--- config.mk ---
export PLATFORM = sky130hd
export DESIGN_NAME = lcd_regs
export DESIGN_NICKNAME = d
export VERILOG_FILES = /design/src/shared/lcd_pkg.sv /design/src/core/lcd_regs.sv
export VERILOG_INCLUDE_DIRS = /design/src /design/src/shared
export SDC_FILE = /design/constraint.sdc
export NUM_CORES = 1
export LEC_CHECK = 0
export BUFFER_PORTS_ARGS = -buffer_cell sky130_fd_sc_hd__buf_2
export CAP_MARGIN = 20
export CORE_AREA = 3 3 326 328
export CTS_BUF_LIST = sky130_fd_sc_hd__clkbuf_4 sky130_fd_sc_hd__clkbuf_8
export CTS_CLUSTER_DIAMETER = 120
export DETAILED_ROUTE_END_ITERATION = 10
export DIE_AREA = 0 0 329 331
export PLACE_DENSITY = 0.49
export SLEW_MARGIN = 10
export SYNTH_ARGS = -nofsm -noshare
export SYNTH_HDL_FRONTEND = slang
export SYNTH_SLANG_ARGS = --single-unit
--- constraint.sdc ---
create_clock -name clk_sys_i -period 12.1 [get_ports clk_sys_i]
set_input_delay 2.42 -clock clk_sys_i [delete_from_list [all_inputs] [get_ports clk_sys_i]]
set_output_delay 2.42 -clock clk_sys_i [all_outputs]
set_load 0.05 [all_outputs]
--- src/shared/lcd_map.svh ---
// register offsets, field positions and reset values of the link diag block
`ifndef LCD_MAP_SVH
`define LCD_MAP_SVH
`define LCD_OFS_FINE 32'h4000_0040
`define LCD_OFS_BASE 32'h4000_0044
`define LCD_OFS_WAKE 32'h4000_0048
`define LCD_OFS_DCTL 32'h4000_0050
`define LCD_OFS_DSTAT 32'h4000_0054
`define LCD_OFS_ZMAX 32'h4000_0058
`define LCD_OFS_ZMIN 32'h4000_005c
`define LCD_OFS_ERR 32'h4000_0060
`define LCD_FINE_W 10
`define LCD_BASE_W 27
`define LCD_SEL_W 6
`define LCD_EN_BIT0 7
`define LCD_PORT_STRIDE 8
`define LCD_ZONE_HI 16
`define LCD_WAKE_BIT 0
`define LCD_ERR_LO 9
`define LCD_ERR_HI 17
`define LCD_ERR_IRQ 17
`define LCD_ERR_RXBUF 16
`define LCD_ERR_TXBUF 15
`define LCD_ERR_RXDESC 14
`define LCD_ERR_TXDESC 13
`define LCD_ERR_FMT 12
`define LCD_ERR_CHMAP 11
`define LCD_ERR_ADV 10
`define LCD_ERR_IFS 9
`define LCD_RST_VAL 32'h0000_0000
`endif

--- src/shared/lcd_pkg.sv ---
// types shared by the link diag and error register block
package lcd_pkg;
  // kind of radio event being checked
  typedef enum logic [2:0] {
    LCD_EVT_IDLE,
    LCD_EVT_ADV,
    LCD_EVT_SCAN,
    LCD_EVT_INIT,
    LCD_EVT_MASTER,
    LCD_EVT_SLAVE
  } lcd_evt_t;
  // wake correction sequencing
  typedef enum logic {
    LCD_WK_IDLE,
    LCD_WK_PEND
  } lcd_wake_t;
endpackage

--- src/core/lcd_regs.sv ---
// link core correction, diagnostic port, debug zone and error status registers
`timescale 1ns/1ps
`include "lcd_map.svh"
//
// Contract
// - hold 10-bit fine counter phase correction
// - hold 27-bit base time correction
// - apply bit loads corrections after wake, self-clears
// - disabled diagnostic port drives all zeros
// - 6-bit selector picks group when enabled
// - status register reads four live debug buses
// - register zone upper limit in bits 31:16
// - register zone lower limit in bits 31:16
// - exchange memory zone limits in bits 15:0
// - bit 17 flags unacknowledged back-to-back event irq
// - bit 16 flags null rx buffer pointer
// - bit 15 flags null tx buffer pointer
// - bit 14 flags null rx descriptor pointer
// - bit 13 flags null tx descriptor pointer
// - bit 12 flags invalid control format
// - bit 11 flags channel map count mismatch
// - bit 10 flags advertising interval underrun
// - bit 9 flags interframe space underrun
module lcd_regs
  import lcd_pkg::*;
#(
  parameter int NUM_GROUPS = 64,
  parameter int DESC_W = 15,
  parameter int PTR_W = 16,
  parameter int MAP_W = 37
) (
  // clock, reset, enable
  input wire logic clk_sys_i,
  input wire logic arst_n_i,
  input wire logic clk_en_i,
  // register port
  input wire logic [31:0] reg_addr_i,
  input wire logic [31:0] reg_wdata_i,
  input wire logic reg_we_i,
  input wire logic reg_re_i,
  output logic [31:0] reg_rdata_o,
  // wake correction
  input wire logic wake_done_i,
  input wire logic sleep_enter_i,
  output logic corr_load_o,
  output logic counters_enable_o,
  output logic [`LCD_FINE_W-1:0] fine_phase_correction_o,
  output logic [`LCD_BASE_W-1:0] base_time_correction_value_o,
  // diagnostic groups and buses
  input wire logic [NUM_GROUPS*8-1:0] diag_groups_i,
  output logic [7:0] debug_bus_out_0_o,
  output logic [7:0] debug_bus_out_1_o,
  output logic [7:0] debug_bus_out_2_o,
  output logic [7:0] debug_bus_out_3_o,
  // debug zone watch
  input wire logic reg_access_valid_i,
  input wire logic [15:0] reg_access_addr_i,
  input wire logic xmem_access_valid_i,
  input wire logic [15:0] xmem_access_addr_i,
  output logic register_zone_hit_o,
  output logic xmem_zone_hit_o,
  // event checks
  input wire logic evt_check_i,
  input wire lcd_evt_t evt_mode_i,
  input wire logic [PTR_W-1:0] rx_buf_ptr_i,
  input wire logic [PTR_W-1:0] tx_buf_ptr_i,
  input wire logic [7:0] pkt_len_i,
  input wire logic [DESC_W-1:0] rx_desc_ptr_i,
  input wire logic [PTR_W-1:0] tx_desc_ptr_i,
  input wire logic format_invalid_i,
  input wire logic hop_start_i,
  input wire logic [MAP_W-1:0] channel_map_field_i,
  input wire logic [5:0] good_channel_count_i,
  input wire logic unacked_event_irq_i,
  input wire logic advertising_interval_underrun_i,
  input wire logic interframe_space_underrun_i
);

  ////////////////////////////////////////////////////////////////////////////
  // helpers
  // address match, shared by write and read decode
  function automatic logic addr_hit(input logic [31:0] a, input logic [31:0] ofs);
    addr_hit = (a == ofs);
  endfunction
  // ones count of the channel map
  function automatic logic [5:0] ones_count(input logic [MAP_W-1:0] m);
    logic [5:0] n;
    n = 6'h00;
    for (int i = 0; i < MAP_W; i++) begin
      n = n + {5'h00, m[i]};
    end
    ones_count = n;
  endfunction

  ////////////////////////////////////////////////////////////////////////////
  // reset release
  logic rst_meta_q;
  logic rst_n;
  // two-stage release so the deassertion is clean
  always_ff @(posedge clk_sys_i or negedge arst_n_i) begin
    if (!arst_n_i) begin
      rst_meta_q <= 1'b0;
      rst_n <= 1'b0;
    end else begin
      rst_meta_q <= 1'b1;
      rst_n <= rst_meta_q;
    end
  end

  ////////////////////////////////////////////////////////////////////////////
  // write decode
  logic wr_fine, wr_base, wr_wake, wr_dctl, wr_zmax, wr_zmin, wr_err;
  // write strobes per register
  always_comb begin
    {wr_fine, wr_base, wr_wake, wr_dctl, wr_zmax, wr_zmin, wr_err} = 7'h00;
    if (reg_we_i && clk_en_i) begin
      if (addr_hit(reg_addr_i, `LCD_OFS_FINE)) begin
        wr_fine = 1'b1;
      end else if (addr_hit(reg_addr_i, `LCD_OFS_BASE)) begin
        wr_base = 1'b1;
      end else if (addr_hit(reg_addr_i, `LCD_OFS_WAKE)) begin
        wr_wake = 1'b1;
      end else if (addr_hit(reg_addr_i, `LCD_OFS_DCTL)) begin
        wr_dctl = 1'b1;
      end else if (addr_hit(reg_addr_i, `LCD_OFS_ZMAX)) begin
        wr_zmax = 1'b1;
      end else if (addr_hit(reg_addr_i, `LCD_OFS_ZMIN)) begin
        wr_zmin = 1'b1;
      end else if (addr_hit(reg_addr_i, `LCD_OFS_ERR)) begin
        wr_err = 1'b1;
      end
    end
  end

  ////////////////////////////////////////////////////////////////////////////
  // correction values
  logic [`LCD_FINE_W-1:0] fine_q;
  logic [`LCD_BASE_W-1:0] base_q;
  // fine counter phase correction, in microseconds
  always_ff @(posedge clk_sys_i or negedge rst_n) begin
    if (!rst_n) begin
      fine_q <= `LCD_FINE_W'(0);
    end else if (wr_fine) begin
      fine_q <= reg_wdata_i[`LCD_FINE_W-1:0];
    end
  end
  // base time counter correction, low bits only
  always_ff @(posedge clk_sys_i or negedge rst_n) begin
    if (!rst_n) begin
      base_q <= `LCD_BASE_W'(0);
    end else if (wr_base) begin
      base_q <= reg_wdata_i[`LCD_BASE_W-1:0];
    end
  end

  ////////////////////////////////////////////////////////////////////////////
  // wake correction apply
  lcd_wake_t wake_q;
  logic load_q, cnt_en_q, apply_now;
  logic [`LCD_FINE_W-1:0] fine_out_q;
  logic [`LCD_BASE_W-1:0] base_out_q;
  // a request waits until the wake has finished; writing zero does nothing
  assign apply_now = (wake_q == LCD_WK_PEND) && wake_done_i && clk_en_i;
  // pending flag: set by a write of one, cleared when the apply fires
  always_ff @(posedge clk_sys_i or negedge rst_n) begin
    if (!rst_n) begin
      wake_q <= LCD_WK_IDLE;
    end else if (clk_en_i) begin
      case (wake_q)
        LCD_WK_IDLE: begin
          if (wr_wake && reg_wdata_i[`LCD_WAKE_BIT]) begin
            wake_q <= LCD_WK_PEND;
          end
        end
        LCD_WK_PEND: begin
          if (wake_done_i) begin
            wake_q <= LCD_WK_IDLE;
          end
        end
        default: wake_q <= LCD_WK_IDLE;
      endcase
    end
  end
  // load pulse and values toward the fine and base counters
  always_ff @(posedge clk_sys_i or negedge rst_n) begin
    if (!rst_n) begin
      load_q <= 1'b0;
      fine_out_q <= `LCD_FINE_W'(0);
      base_out_q <= `LCD_BASE_W'(0);
    end else if (clk_en_i) begin
      load_q <= apply_now;
      if (apply_now) begin
        fine_out_q <= fine_q;
        base_out_q <= base_q;
      end
    end
  end
  // counters run again after the apply; stopped on sleep entry
  always_ff @(posedge clk_sys_i or negedge rst_n) begin
    if (!rst_n) begin
      cnt_en_q <= 1'b0;
    end else if (clk_en_i) begin
      if (apply_now) begin
        cnt_en_q <= 1'b1;
      end else if (sleep_enter_i) begin
        cnt_en_q <= 1'b0;
      end
    end
  end
  assign corr_load_o = load_q;
  assign counters_enable_o = cnt_en_q;
  assign fine_phase_correction_o = fine_out_q;
  assign base_time_correction_value_o = base_out_q;

  ////////////////////////////////////////////////////////////////////////////
  // diagnostic ports
  logic [31:0] dctl_q;
  logic [7:0] dbus_q [4];
  // only enable and selector bits are stored
  always_ff @(posedge clk_sys_i or negedge rst_n) begin
    if (!rst_n) begin
      dctl_q <= `LCD_RST_VAL;
    end else if (wr_dctl) begin
      dctl_q <= reg_wdata_i & 32'hbfbf_bfbf;
    end
  end
  // one registered mux per port; a disabled port is forced low
  for (genvar p = 0; p < 4; p++) begin : g_diag
    logic en;
    logic [`LCD_SEL_W-1:0] sel;
    assign en = dctl_q[p*`LCD_PORT_STRIDE+`LCD_EN_BIT0];
    assign sel = dctl_q[p*`LCD_PORT_STRIDE +: `LCD_SEL_W];
    always_ff @(posedge clk_sys_i or negedge rst_n) begin
      if (!rst_n) begin
        dbus_q[p] <= 8'h00;
      end else if (clk_en_i) begin
        if (en) begin
          dbus_q[p] <= diag_groups_i[32'(sel)*8 +: 8];
        end else begin
          dbus_q[p] <= 8'h00;
        end
      end
    end
  end
  assign debug_bus_out_0_o = dbus_q[0];
  assign debug_bus_out_1_o = dbus_q[1];
  assign debug_bus_out_2_o = dbus_q[2];
  assign debug_bus_out_3_o = dbus_q[3];

  ////////////////////////////////////////////////////////////////////////////
  // debug address zones
  logic [31:0] zmax_q, zmin_q;
  logic reg_hit_q, xmem_hit_q;
  // upper limits: register zone high half, exchange memory low half
  always_ff @(posedge clk_sys_i or negedge rst_n) begin
    if (!rst_n) begin
      zmax_q <= `LCD_RST_VAL;
    end else if (wr_zmax) begin
      zmax_q <= reg_wdata_i;
    end
  end
  // lower limits, same layout
  always_ff @(posedge clk_sys_i or negedge rst_n) begin
    if (!rst_n) begin
      zmin_q <= `LCD_RST_VAL;
    end else if (wr_zmin) begin
      zmin_q <= reg_wdata_i;
    end
  end
  // inclusive window compare; no access means no hit
  always_ff @(posedge clk_sys_i or negedge rst_n) begin
    if (!rst_n) begin
      reg_hit_q <= 1'b0;
      xmem_hit_q <= 1'b0;
    end else if (clk_en_i) begin
      reg_hit_q <= reg_access_valid_i
        && (reg_access_addr_i >= zmin_q[31:`LCD_ZONE_HI])
        && (reg_access_addr_i <= zmax_q[31:`LCD_ZONE_HI]);
      xmem_hit_q <= xmem_access_valid_i
        && (xmem_access_addr_i >= zmin_q[`LCD_ZONE_HI-1:0])
        && (xmem_access_addr_i <= zmax_q[`LCD_ZONE_HI-1:0]);
    end
  end
  assign register_zone_hit_o = reg_hit_q;
  assign xmem_zone_hit_o = xmem_hit_q;

  ////////////////////////////////////////////////////////////////////////////
  // error status
  logic [`LCD_ERR_HI:`LCD_ERR_LO] err_q, err_set, err_clr;
  logic adv_like, conn_like;
  // event classes that the pointer checks depend on
  assign adv_like = (evt_mode_i == LCD_EVT_ADV) || (evt_mode_i == LCD_EVT_SCAN)
    || (evt_mode_i == LCD_EVT_INIT);
  assign conn_like = (evt_mode_i == LCD_EVT_MASTER) || (evt_mode_i == LCD_EVT_SLAVE);
  // set conditions for each sticky error bit
  always_comb begin
    err_set[`LCD_ERR_IRQ] = unacked_event_irq_i;
    err_set[`LCD_ERR_RXBUF] = evt_check_i && (rx_buf_ptr_i == '0);
    err_set[`LCD_ERR_TXBUF] = evt_check_i && (tx_buf_ptr_i == '0)
      && (adv_like || (conn_like && (pkt_len_i != 8'h00)));
    err_set[`LCD_ERR_RXDESC] = evt_check_i && (rx_desc_ptr_i == '0);
    err_set[`LCD_ERR_TXDESC] = evt_check_i && (tx_desc_ptr_i == '0) && adv_like;
    err_set[`LCD_ERR_FMT] = format_invalid_i;
    err_set[`LCD_ERR_CHMAP] = hop_start_i
      && (ones_count(channel_map_field_i) != good_channel_count_i);
    err_set[`LCD_ERR_ADV] = advertising_interval_underrun_i;
    err_set[`LCD_ERR_IFS] = interframe_space_underrun_i;
  end
  // write-one clears; a new event in the same cycle wins over the clear
  assign err_clr = wr_err ? reg_wdata_i[`LCD_ERR_HI:`LCD_ERR_LO] : '0;
  always_ff @(posedge clk_sys_i or negedge rst_n) begin
    if (!rst_n) begin
      err_q <= '0;
    end else if (clk_en_i) begin
      err_q <= (err_q & ~err_clr) | err_set;
    end
  end

  ////////////////////////////////////////////////////////////////////////////
  // read port
  logic [31:0] rdata_q;
  // read data stand for one cycle only; unmapped reads return zero
  always_ff @(posedge clk_sys_i or negedge rst_n) begin
    if (!rst_n) begin
      rdata_q <= `LCD_RST_VAL;
    end else if (clk_en_i) begin
      rdata_q <= 32'h0000_0000;
      if (reg_re_i) begin
        if (addr_hit(reg_addr_i, `LCD_OFS_FINE)) begin
          rdata_q <= {22'h000000, fine_q};
        end else if (addr_hit(reg_addr_i, `LCD_OFS_BASE)) begin
          rdata_q <= {5'h00, base_q};
        end else if (addr_hit(reg_addr_i, `LCD_OFS_WAKE)) begin
          rdata_q <= {31'h0000_0000, wake_q == LCD_WK_PEND};
        end else if (addr_hit(reg_addr_i, `LCD_OFS_DCTL)) begin
          rdata_q <= dctl_q;
        end else if (addr_hit(reg_addr_i, `LCD_OFS_DSTAT)) begin
          rdata_q <= {dbus_q[3], dbus_q[2], dbus_q[1], dbus_q[0]};
        end else if (addr_hit(reg_addr_i, `LCD_OFS_ZMAX)) begin
          rdata_q <= zmax_q;
        end else if (addr_hit(reg_addr_i, `LCD_OFS_ZMIN)) begin
          rdata_q <= zmin_q;
        end else if (addr_hit(reg_addr_i, `LCD_OFS_ERR)) begin
          rdata_q <= {14'h0000, err_q, 9'h000};
        end
      end
    end
  end
  assign reg_rdata_o = rdata_q;
endmodule

==> metrics list, run 1 <==
- At the pin with the least slew margin, the transition time is approximately 1.2 ns.
* Total nets after synthesis: around 3200
- Together, buffers and inverters on the worst path number 4.
* Post-detailed-route via-to-cell ratio: around 6.2
- In this run the worst path has a maximum fanout of 3.
- The clock arrives with 0.0334 ns of skew.
- Final design utilization: a little over a third
- Clock sink total: approximately 250
- Dividing the synthesized area by the synthesized cell count gives about 12 um2.
- STA classifies the critical path startpoint as an input pin.
* Initial antenna violation count: between 60 and 70
- Horizontal die dimension: 329 um
* Synth async-reset ratio: 100%
- Final-layout fill cell count: 10485
- In this design, the stage delay of the slowest critical-path cell is 0.52 ns.
- Ratio of cells with drive above 1 in the final layout: around 55%
- Synthesis produced a netlist whose cell count is between 2000 and 2500.
- From synthesis to final layout, the design area changed by 24.3%.
- During I/O placement, the number of pins put on the boundary was approximately 850.
- Synthesis instantiated 73 different standard cells from the library.
- Once the clock tree was built, the resizer swapped 0 gates to a different size.
- The worst register-to-register path begins at dctl_q[24].
* Last weighted congestion value of the routability-driven placer: 0.938
- The routed layout has 28244 vias.
* Initial core utilization: between 20% and 30%
* Post-CTS clock slew at the launch and capture registers of the worst setup and hold paths: ~0.070 ns
* Overflow after GRT: 0
- After routing, the total negative slack on setup checks comes to 0 ns.
* Count of placed standard cells including taps: ~4400
- In this run the number of cells on the critical path is 17.
- Buffer cell driving the clock tree root: clkbuf_8
* Most common cell in the synthesized netlist: mux4_2
- Termination of the worst setup path: err_q[11]
- Delay-heaviest family, CP: adder cells
- After clock tree synthesis, the flow added hold-fix buffers numbering 0.
* Pwr Density: roughly 74 nW/um2
* Post-route non-filler standard cell count: 4567
* Cell Chain, Critical Path: buf_2 -> fa_1 -> fa_1 -> inv_1 -> fa_1 -> inv_1 -> fa_1 -> fa_1 -> inv_1 -> fa_1 -> fa_1 -> nor2b_1 -> o211ai_1 -> a22o_1 -> o31ai_1 -> nand3_1 -> a32o_1
* Kind of critical path: in -> reg
* Initial drt markers: about 2800
- At the placement stage, the worst setup path has a slack of between 4 and 5 ns.
- Vias in the first global route: between 20000 and 30000
* Critical path required time: ~13 ns
* Cell mode on critical path: fa_1
- In this run the static leakage power is 14.3 nW.
- Largest net degree at the start of global routing: 100
- Total of buffers placed on input and output ports: roughly 840
- Worst voltage drop across the vdd grid: just over 0.1 mV
* Clock Tree Buf Depth: 3
* Main area contributors after synthesis: mux4_2 (40%), dfrtp_1 (21%), mux2_2 (5.0%)
- Final WS setup: between 5 and 6 ns
- The worst register-to-register path has a setup slack of just under 8 ns.
* Number of warnings printed during yosys synthesis: 0
- Ranked by instance count, the synthesized netlist is headed by mux4_2 (512), dfrtp_1 (246), nand2_1 (143).
* Hpwl dp: approximately 130 mm
* Die span in y: about 330 um
- The endpoint identified for the worst register-to-register timing path is debug_bus_out_3_o[4].
- Buffers added to address setup during post-CTS repair amount to 0.
- Synthesized cell area: 29000 um2
- After detailed routing, the total wire length is between 150 and 200 mm.
- Setup violation total in the final timing report: 0
- DRC violation count after routing: 0
- The clock tree synthesis step divided the H-tree into 2 levels.
* Clock insertion delay at the later pin of the skew report: 0.62 ns
* Worst hold path class: reg -> async
* First-pass GRT wire length: 225 mm
- Number of flops mapped to enable cells by yosys: 0
* Portion of the clock cycle consumed by the worst path in the final layout: about 54%
* Die ar.: around 110000 um2
- Final period demand of the worst path: 6.50 ns
- TritonCTS clock tree: built
- The critical path starts at channel_map_field_i[23].
- The completed layout was analyzed and its total power is approximately 2.7 mW.
- Depth of the most critical reg-to-reg path: 7
- For the worst setup path, the data arrival time is approximately 7 ns.
- Cell type with the highest aggregate area in the netlist: mux4_2
- The final max-slew violation count came to 0.
- The pre-antenna-repair detailed-routing pass consisted of 6 iterations.
- FF+latch count, synth: ~250
- Post-detailed-route wirelength per cell: around 36 um
- Row generation in the floorplan step produced roughly 120 rows.
- Reported max-cap violation count: 0
- Global routing used 29.3% of the available tracks.
* Fmax: between 0.15 and 0.2 GHz
- Unrepaired setup endpoints after global routing: false
- Run status: completed
* Max transition margin: between 10% and 20%
- Number of nets at the end of the flow: between 3000 and 4000
- The top cell type by area accounts for between 30% and 40% of the synthesized area.
- TritonCTS created approximately 50 clock buffers.
* Core outline area: a little over 100000 um2
- STA classifies the critical path endpoint as a register.
- Post-synthesis sequential area ratio: 21.2%
* Number of nets with antenna violations after routing: 0
- The final-report hold violation count was 0.
* Most frequently used flop master after synthesis: dfrtp_1
- Max stage delay cell, worst path: fa_1
-- registers in the layout (all words and copies together) (netlist names) --
signal and count:
debug_bus_out_3_o 8, register_zone_hit_o 1, zmax_q 32, xmem_zone_hit_o 1, err_q 9, corr_load_o 1, base_time_correction_value_o 27, dctl_q 28
fine_phase_correction_o 10, base_q 27, fine_q 10, debug_bus_out_2_o 8, counters_enable_o 1, debug_bus_out_1_o 8, rst_n 1, reg_rdata_o 32
rst_meta_q 1, wake_q 1, zmin_q 32, debug_bus_out_0_o 8
-- kinds of logic after synthesis --
family / after synthesis / synth area share, %
other: 1 / 0.0129
XOR/XNOR: 8 / 0.242
multiplexers: 742 / 48.8
flip-flops: 246 / 21.2
buffers and inverters: 344 / 4.88
adder cells (fa/ha/maj): 99 / 4.99
AO/OA/AOI/OAI: 487 / 12.0
AND/OR/NAND/NOR: 435 / 7.82
-- per-layer routing --
layer	up-vias	GRT usage (%)	share of wire [%]
met5	-	0	0.13
met4	34	11.4	4.4
met3	408	7.51	9.2
met2	1868	50.1	49
met1	14498	35.3	37
li1	11436	-	-
-- worst min path at each step --
stage	to	cells past startpoint	startpoint
3_5_place_dp	corr_load_o	0	rst_n
6_report	corr_load_o	0	rst_n
2_1_floorplan	rst_n	0	rst_meta_q
4_1_cts	corr_load_o	0	rst_n
5_1_grt	corr_load_o	0	rst_n
3_3_place_gp	corr_load_o	0	rst_n
-- stage by stage --
stage          hold WS, ns  cell area (um2)
2_1_floorplan        0.331            29000
3_3_place_gp         0.154            34800
3_5_place_dp         0.153            34800
4_1_cts              0.159            36000
5_1_grt              0.165            36000
6_report             0.150            36100
-- worst register-to-register path: cells and delay by family, from the launching register on --
kind,cells,cell delay [ns]
AOI/OAI and AO/OA,2,1.09
buffers and inverters,2,1.21
DFF,1,0.82
muxes,1,0.73
and+or+nand+nor,2,0.39
-- cell usage in the layout, fill, tap and decap left out, types with 8 or more instances in the layout --
master	instances
a21boi_0	22
a21o_1	15
a21oi_1	78
a221o_1	14
a222oi_1	21
a22o_1	41
a22oi_1	93
a31oi_1	15
buf_2	844
buf_4	67
clkbuf_4	13
clkbuf_8	65
clkinv_2	8
dfrtp_1	233
dfrtp_4	9
diode_2	35
fa_1	28
ha_1	71
inv_1	124
mux2_2	129
mux2_4	30
mux2i_1	64
mux4_2	512
nand2_1	142
nand2b_1	9
nand3_1	137
nand4_1	15
nor2_1	33
nor2b_1	17
nor3_1	10
nor4_1	18
nor4_4	10
o2111ai_1	26
o21ai_0	75
o221ai_1	36
-- report_power, final --
part | switching [mW] | internal [mW]
clock network | 0.417 | 0.585
logic | 0.428 | 0.411
registers | 0.00105 | 0.824
-- layout make-up --
| cell class | instances | area (um2) | share of cell area (%) |
|---|---|---|---|
| Tap cell | 1380 | 1730 | 4.79 |
| Clock buffer | 78 | 992 | 2.75 |
| Inverter | 125 | 470 | 1.30 |
| Clock inverter | 12 | 149 | 0.413 |
| Antenna cell | 35 | 87.6 | 0.243 |
| Sequential cell | 246 | 6190 | 17.2 |
| Multi-Input combinational cell | 1772 | 21600 | 59.9 |
| Timing Repair Buffer | 919 | 4850 | 13.5 |
No activity file was read; power rests on OpenSTA's default activity.
==> inputs of run 2 (changes only) <==
==> constraint.sdc (replaced) <==
create_clock -name clk_sys_i -period 6.6 [get_ports clk_sys_i]
set_input_delay 1.32 -clock clk_sys_i [delete_from_list [all_inputs] [get_ports clk_sys_i]]
set_output_delay 1.32 -clock clk_sys_i [all_outputs]
set_load 0.05 [all_outputs]
==> metrics list, run 2 (synthesized netlist as in run 1, its figures left out) <==
* Clock sink total: 246 (unchanged)
- The worst clock skew came to 0.0437 ns (+0.0103 ns).
- Setup Fix Bufs, Post-CTS: 0 (unchanged)
- Last weighted congestion value of the routability-driven placer: 0.945 (+0.78%)
- Final hold violation count: 0 (unchanged)
- Hpwl dp: 132 mm (+1.1%)
- The via count of the first global-routing pass was 28007 (-2.2%).
- Die span in y: 331 um (unchanged)
- Most common cell after layout, fill and taps aside: buf_2
* Number of hold buffers added after cts: 0 (unchanged)
- The sum of routed wire length over all layers came to 163 mm (-1.1%).
* Number of clock buffers inserted by TritonCTS: 48 (-2.0%)
* Buffer cell driving the clock tree root: clkbuf_8
* Fin Setup TNS: 0 ns (unchanged)
- Max transition margin: 18.7% (+2.5 points)
- Worst voltage drop across the vdd grid: 0.237 mV (+130%)
- Max Fanout on Critical Path: 3 (unchanged)
* Arrival time worst endpoint: 6.11 ns (-0.89 ns)
- Fmax: ~0.18 GHz
- TritonCTS built the clock tree.
* Clock insertion delay at the later pin of the skew report: 0.65 ns (+0.03 ns)
- Total of buffers placed on input and output ports: 844 (unchanged)
- The fraction of final layout cells with drive strength greater than 1 is 54.8% (+0.11 points).
* Run status: completed
* Post-CTS clock slew at the launch and capture registers of the worst setup and hold paths: 0.07 ns (about the same)
- Total count of max-transition violations in the final report: 0 (unchanged)
* Placement row count: 118 (unchanged)
- Relative to the synthesized area, the layout overhead comes to 25.3%.
* Kind of critical path: in -> reg
- Via count: 28210 (-0.12%)
* Setup violation total in the final timing report: 0 (unchanged)
* Clock Tree Buf Depth: 3 (unchanged)
- Core outline area: 103000 um2 (unchanged)
- Critical path required time: 7.11 ns (-5.49 ns)
- The global route total overflow is 0 (unchanged).
* Number of gates resized after cts: 0 (unchanged)
- The maximum level of the CTS H-tree came to 2 (unchanged).
- The number of iterations in the first detailed-routing pass was 7 (+1).
- Reported max-cap violation count: 0 (unchanged)
- First-pass GRT wire length: 222 mm (-1.1%)
- Most frequent cells in the layout: buf_2 (844), mux4_2 (512), dfrtp_1 (233), nand2_1 (142), nand3_1 (137)
- The post-detailed-route wirelength per cell is 35.5 um (-1.5%).
* Global-route usage over all layers: 28.9% (-0.36 points)
- In this run the critical register-to-register path is captured at debug_bus_out_1_o[3].
- Largest net degree at the start of global routing: 152 (+52%)
* Initial antenna violation count: 70 (+13%)
* Final-layout fill cell count: 10552 (+0.64%)
- The worst setup path is launched from an input pin.
- Post-detailed-route via-to-cell ratio: 6.15 (-0.56%)
- Least-Margin Pin Slew: 1.19 ns (-0.0546 ns)
* Final period demand of the worst path: around 5.6 ns
- The power per unit of standard cell area came to 141 nW/um2 (+91%).
- Beginning of the worst register-to-register path: dctl_q[8]
- The overall die width came to 329 um (unchanged).
* Number of nets at the end of the flow: 3960 (+0.20%)
* Worst setup EP type: register
- Leakage power of the design: 14.4 nW (+0.75%)
- The flop-to-flop setup slack was 2.99 ns (-4.71 ns).
* Die ar.: 109000 um2 (unchanged)
- The number of remaining DRC errors came to 0 (unchanged).
* Number of nets with antenna violations after routing: 0 (unchanged)
- The initial standard-cell utilization of the core is 28.0% (unchanged).
- Final design utilization: 35.1% (+0.28 points)
- Number of primary I/O pins: 845 (unchanged)
- Unrepaired setup endpoints after global routing: false
- Depth of the most critical reg-to-reg path: 6 (-1)
- The min-delay analysis places its worst path in the category reg -> async.
- In the finished design, the share of the clock period the worst path needs comes to a little over four fifths.
* Initial drt markers: 3200 (+15%)
-- run 2: cell types whose count changed in the layout (fill, tap and decap cells not counted), moves of 5 or more --
cell       previous run  this run
clkbuf_4             13         6
diode_2              35        47
buf_12                5        10
bufinv_16             3        11
clkbuf_8             65        59
buf_4                67        73
-- run 2: how the worst max path moves through the flow --
stage / startpoint / to / slack [ns] / depth (start not counted)
global route: channel_map_field_i[29] / err_q[11] / 0.80 / 17
global placement: channel_map_field_i[23] / err_q[11] / 0.38 / 17
CTS: channel_map_field_i[23] / err_q[11] / 1.03 / 17
detailed placement: channel_map_field_i[23] / err_q[11] / 0.34 / 17
finish: channel_map_field_i[23] / err_q[11] / 1.01 / 17
floorplan: channel_map_field_i[23] / err_q[11] / 0.90 / 16
-- run 2: routing by layer --
layer	global-route usage [%]	routed length, um	vias up
li1	-	-	11456
met1	35.5	60400	14633
met2	50.2	81600	1784
met3	6.52	15000	313
met4	9.45	5860	24
met5	0	150	-
-- run 2: layout make-up --
| type | instances | area (um2) | share of cell area (%) |
|---|---|---|---|
| Timing Repair Buffer | 928 | 4980 | 13.7 |
| Antenna cell | 47 | 118 | 0.323 |
| Multi-Input combinational cell | 1772 | 21600 | 59.4 |
| Tap cell | 1380 | 1730 | 4.75 |
| Inverter | 125 | 469 | 1.29 |
| Clock buffer | 64 | 850 | 2.34 |
| Sequential cell | 246 | 6190 | 17.0 |
| Clock inverter | 25 | 438 | 1.20 |
-- run 2: through the flow --
stage	cells	hold slack [ns]	total power [mW]	worst slack (ns)	cell area, um2
6_report	4587	0.336	5.14	1.01	36400
5_1_grt	4563	0.369	5.44	0.800	36300
4_1_cts	4539	0.325	5.21	1.03	36200
3_5_place_dp	4450	0.343	3.08	0.338	34900
3_3_place_gp	4449	0.337	3.07	0.379	34900
2_1_floorplan	2362	0.331	2.48	0.897	29000
-- run 2: critical path: stages --
cell and delay (ns):
buf_2 0.11, fa_1 0.49, fa_1 0.52, inv_1 0.06, fa_1 0.48, inv_1 0.05, fa_1 0.46, fa_1 0.49
inv_1 0.05, fa_1 0.44, fa_1 0.41, nor2b_1 0.19, o211ai_1 0.13, a22o_1 0.22, o31ai_1 0.07, nand3_1 0.27
a32o_1 0.33
-- run 2: report_power, final --
part	internal (mW)	total (mW)	switching [mW]	leakage, nW
clock	1.29	2.09	0.808	0.661
combinational	0.751	1.53	0.776	10.4
sequential	1.51	1.52	0.00575	3.38
total	3.55	5.14	1.59	14.4
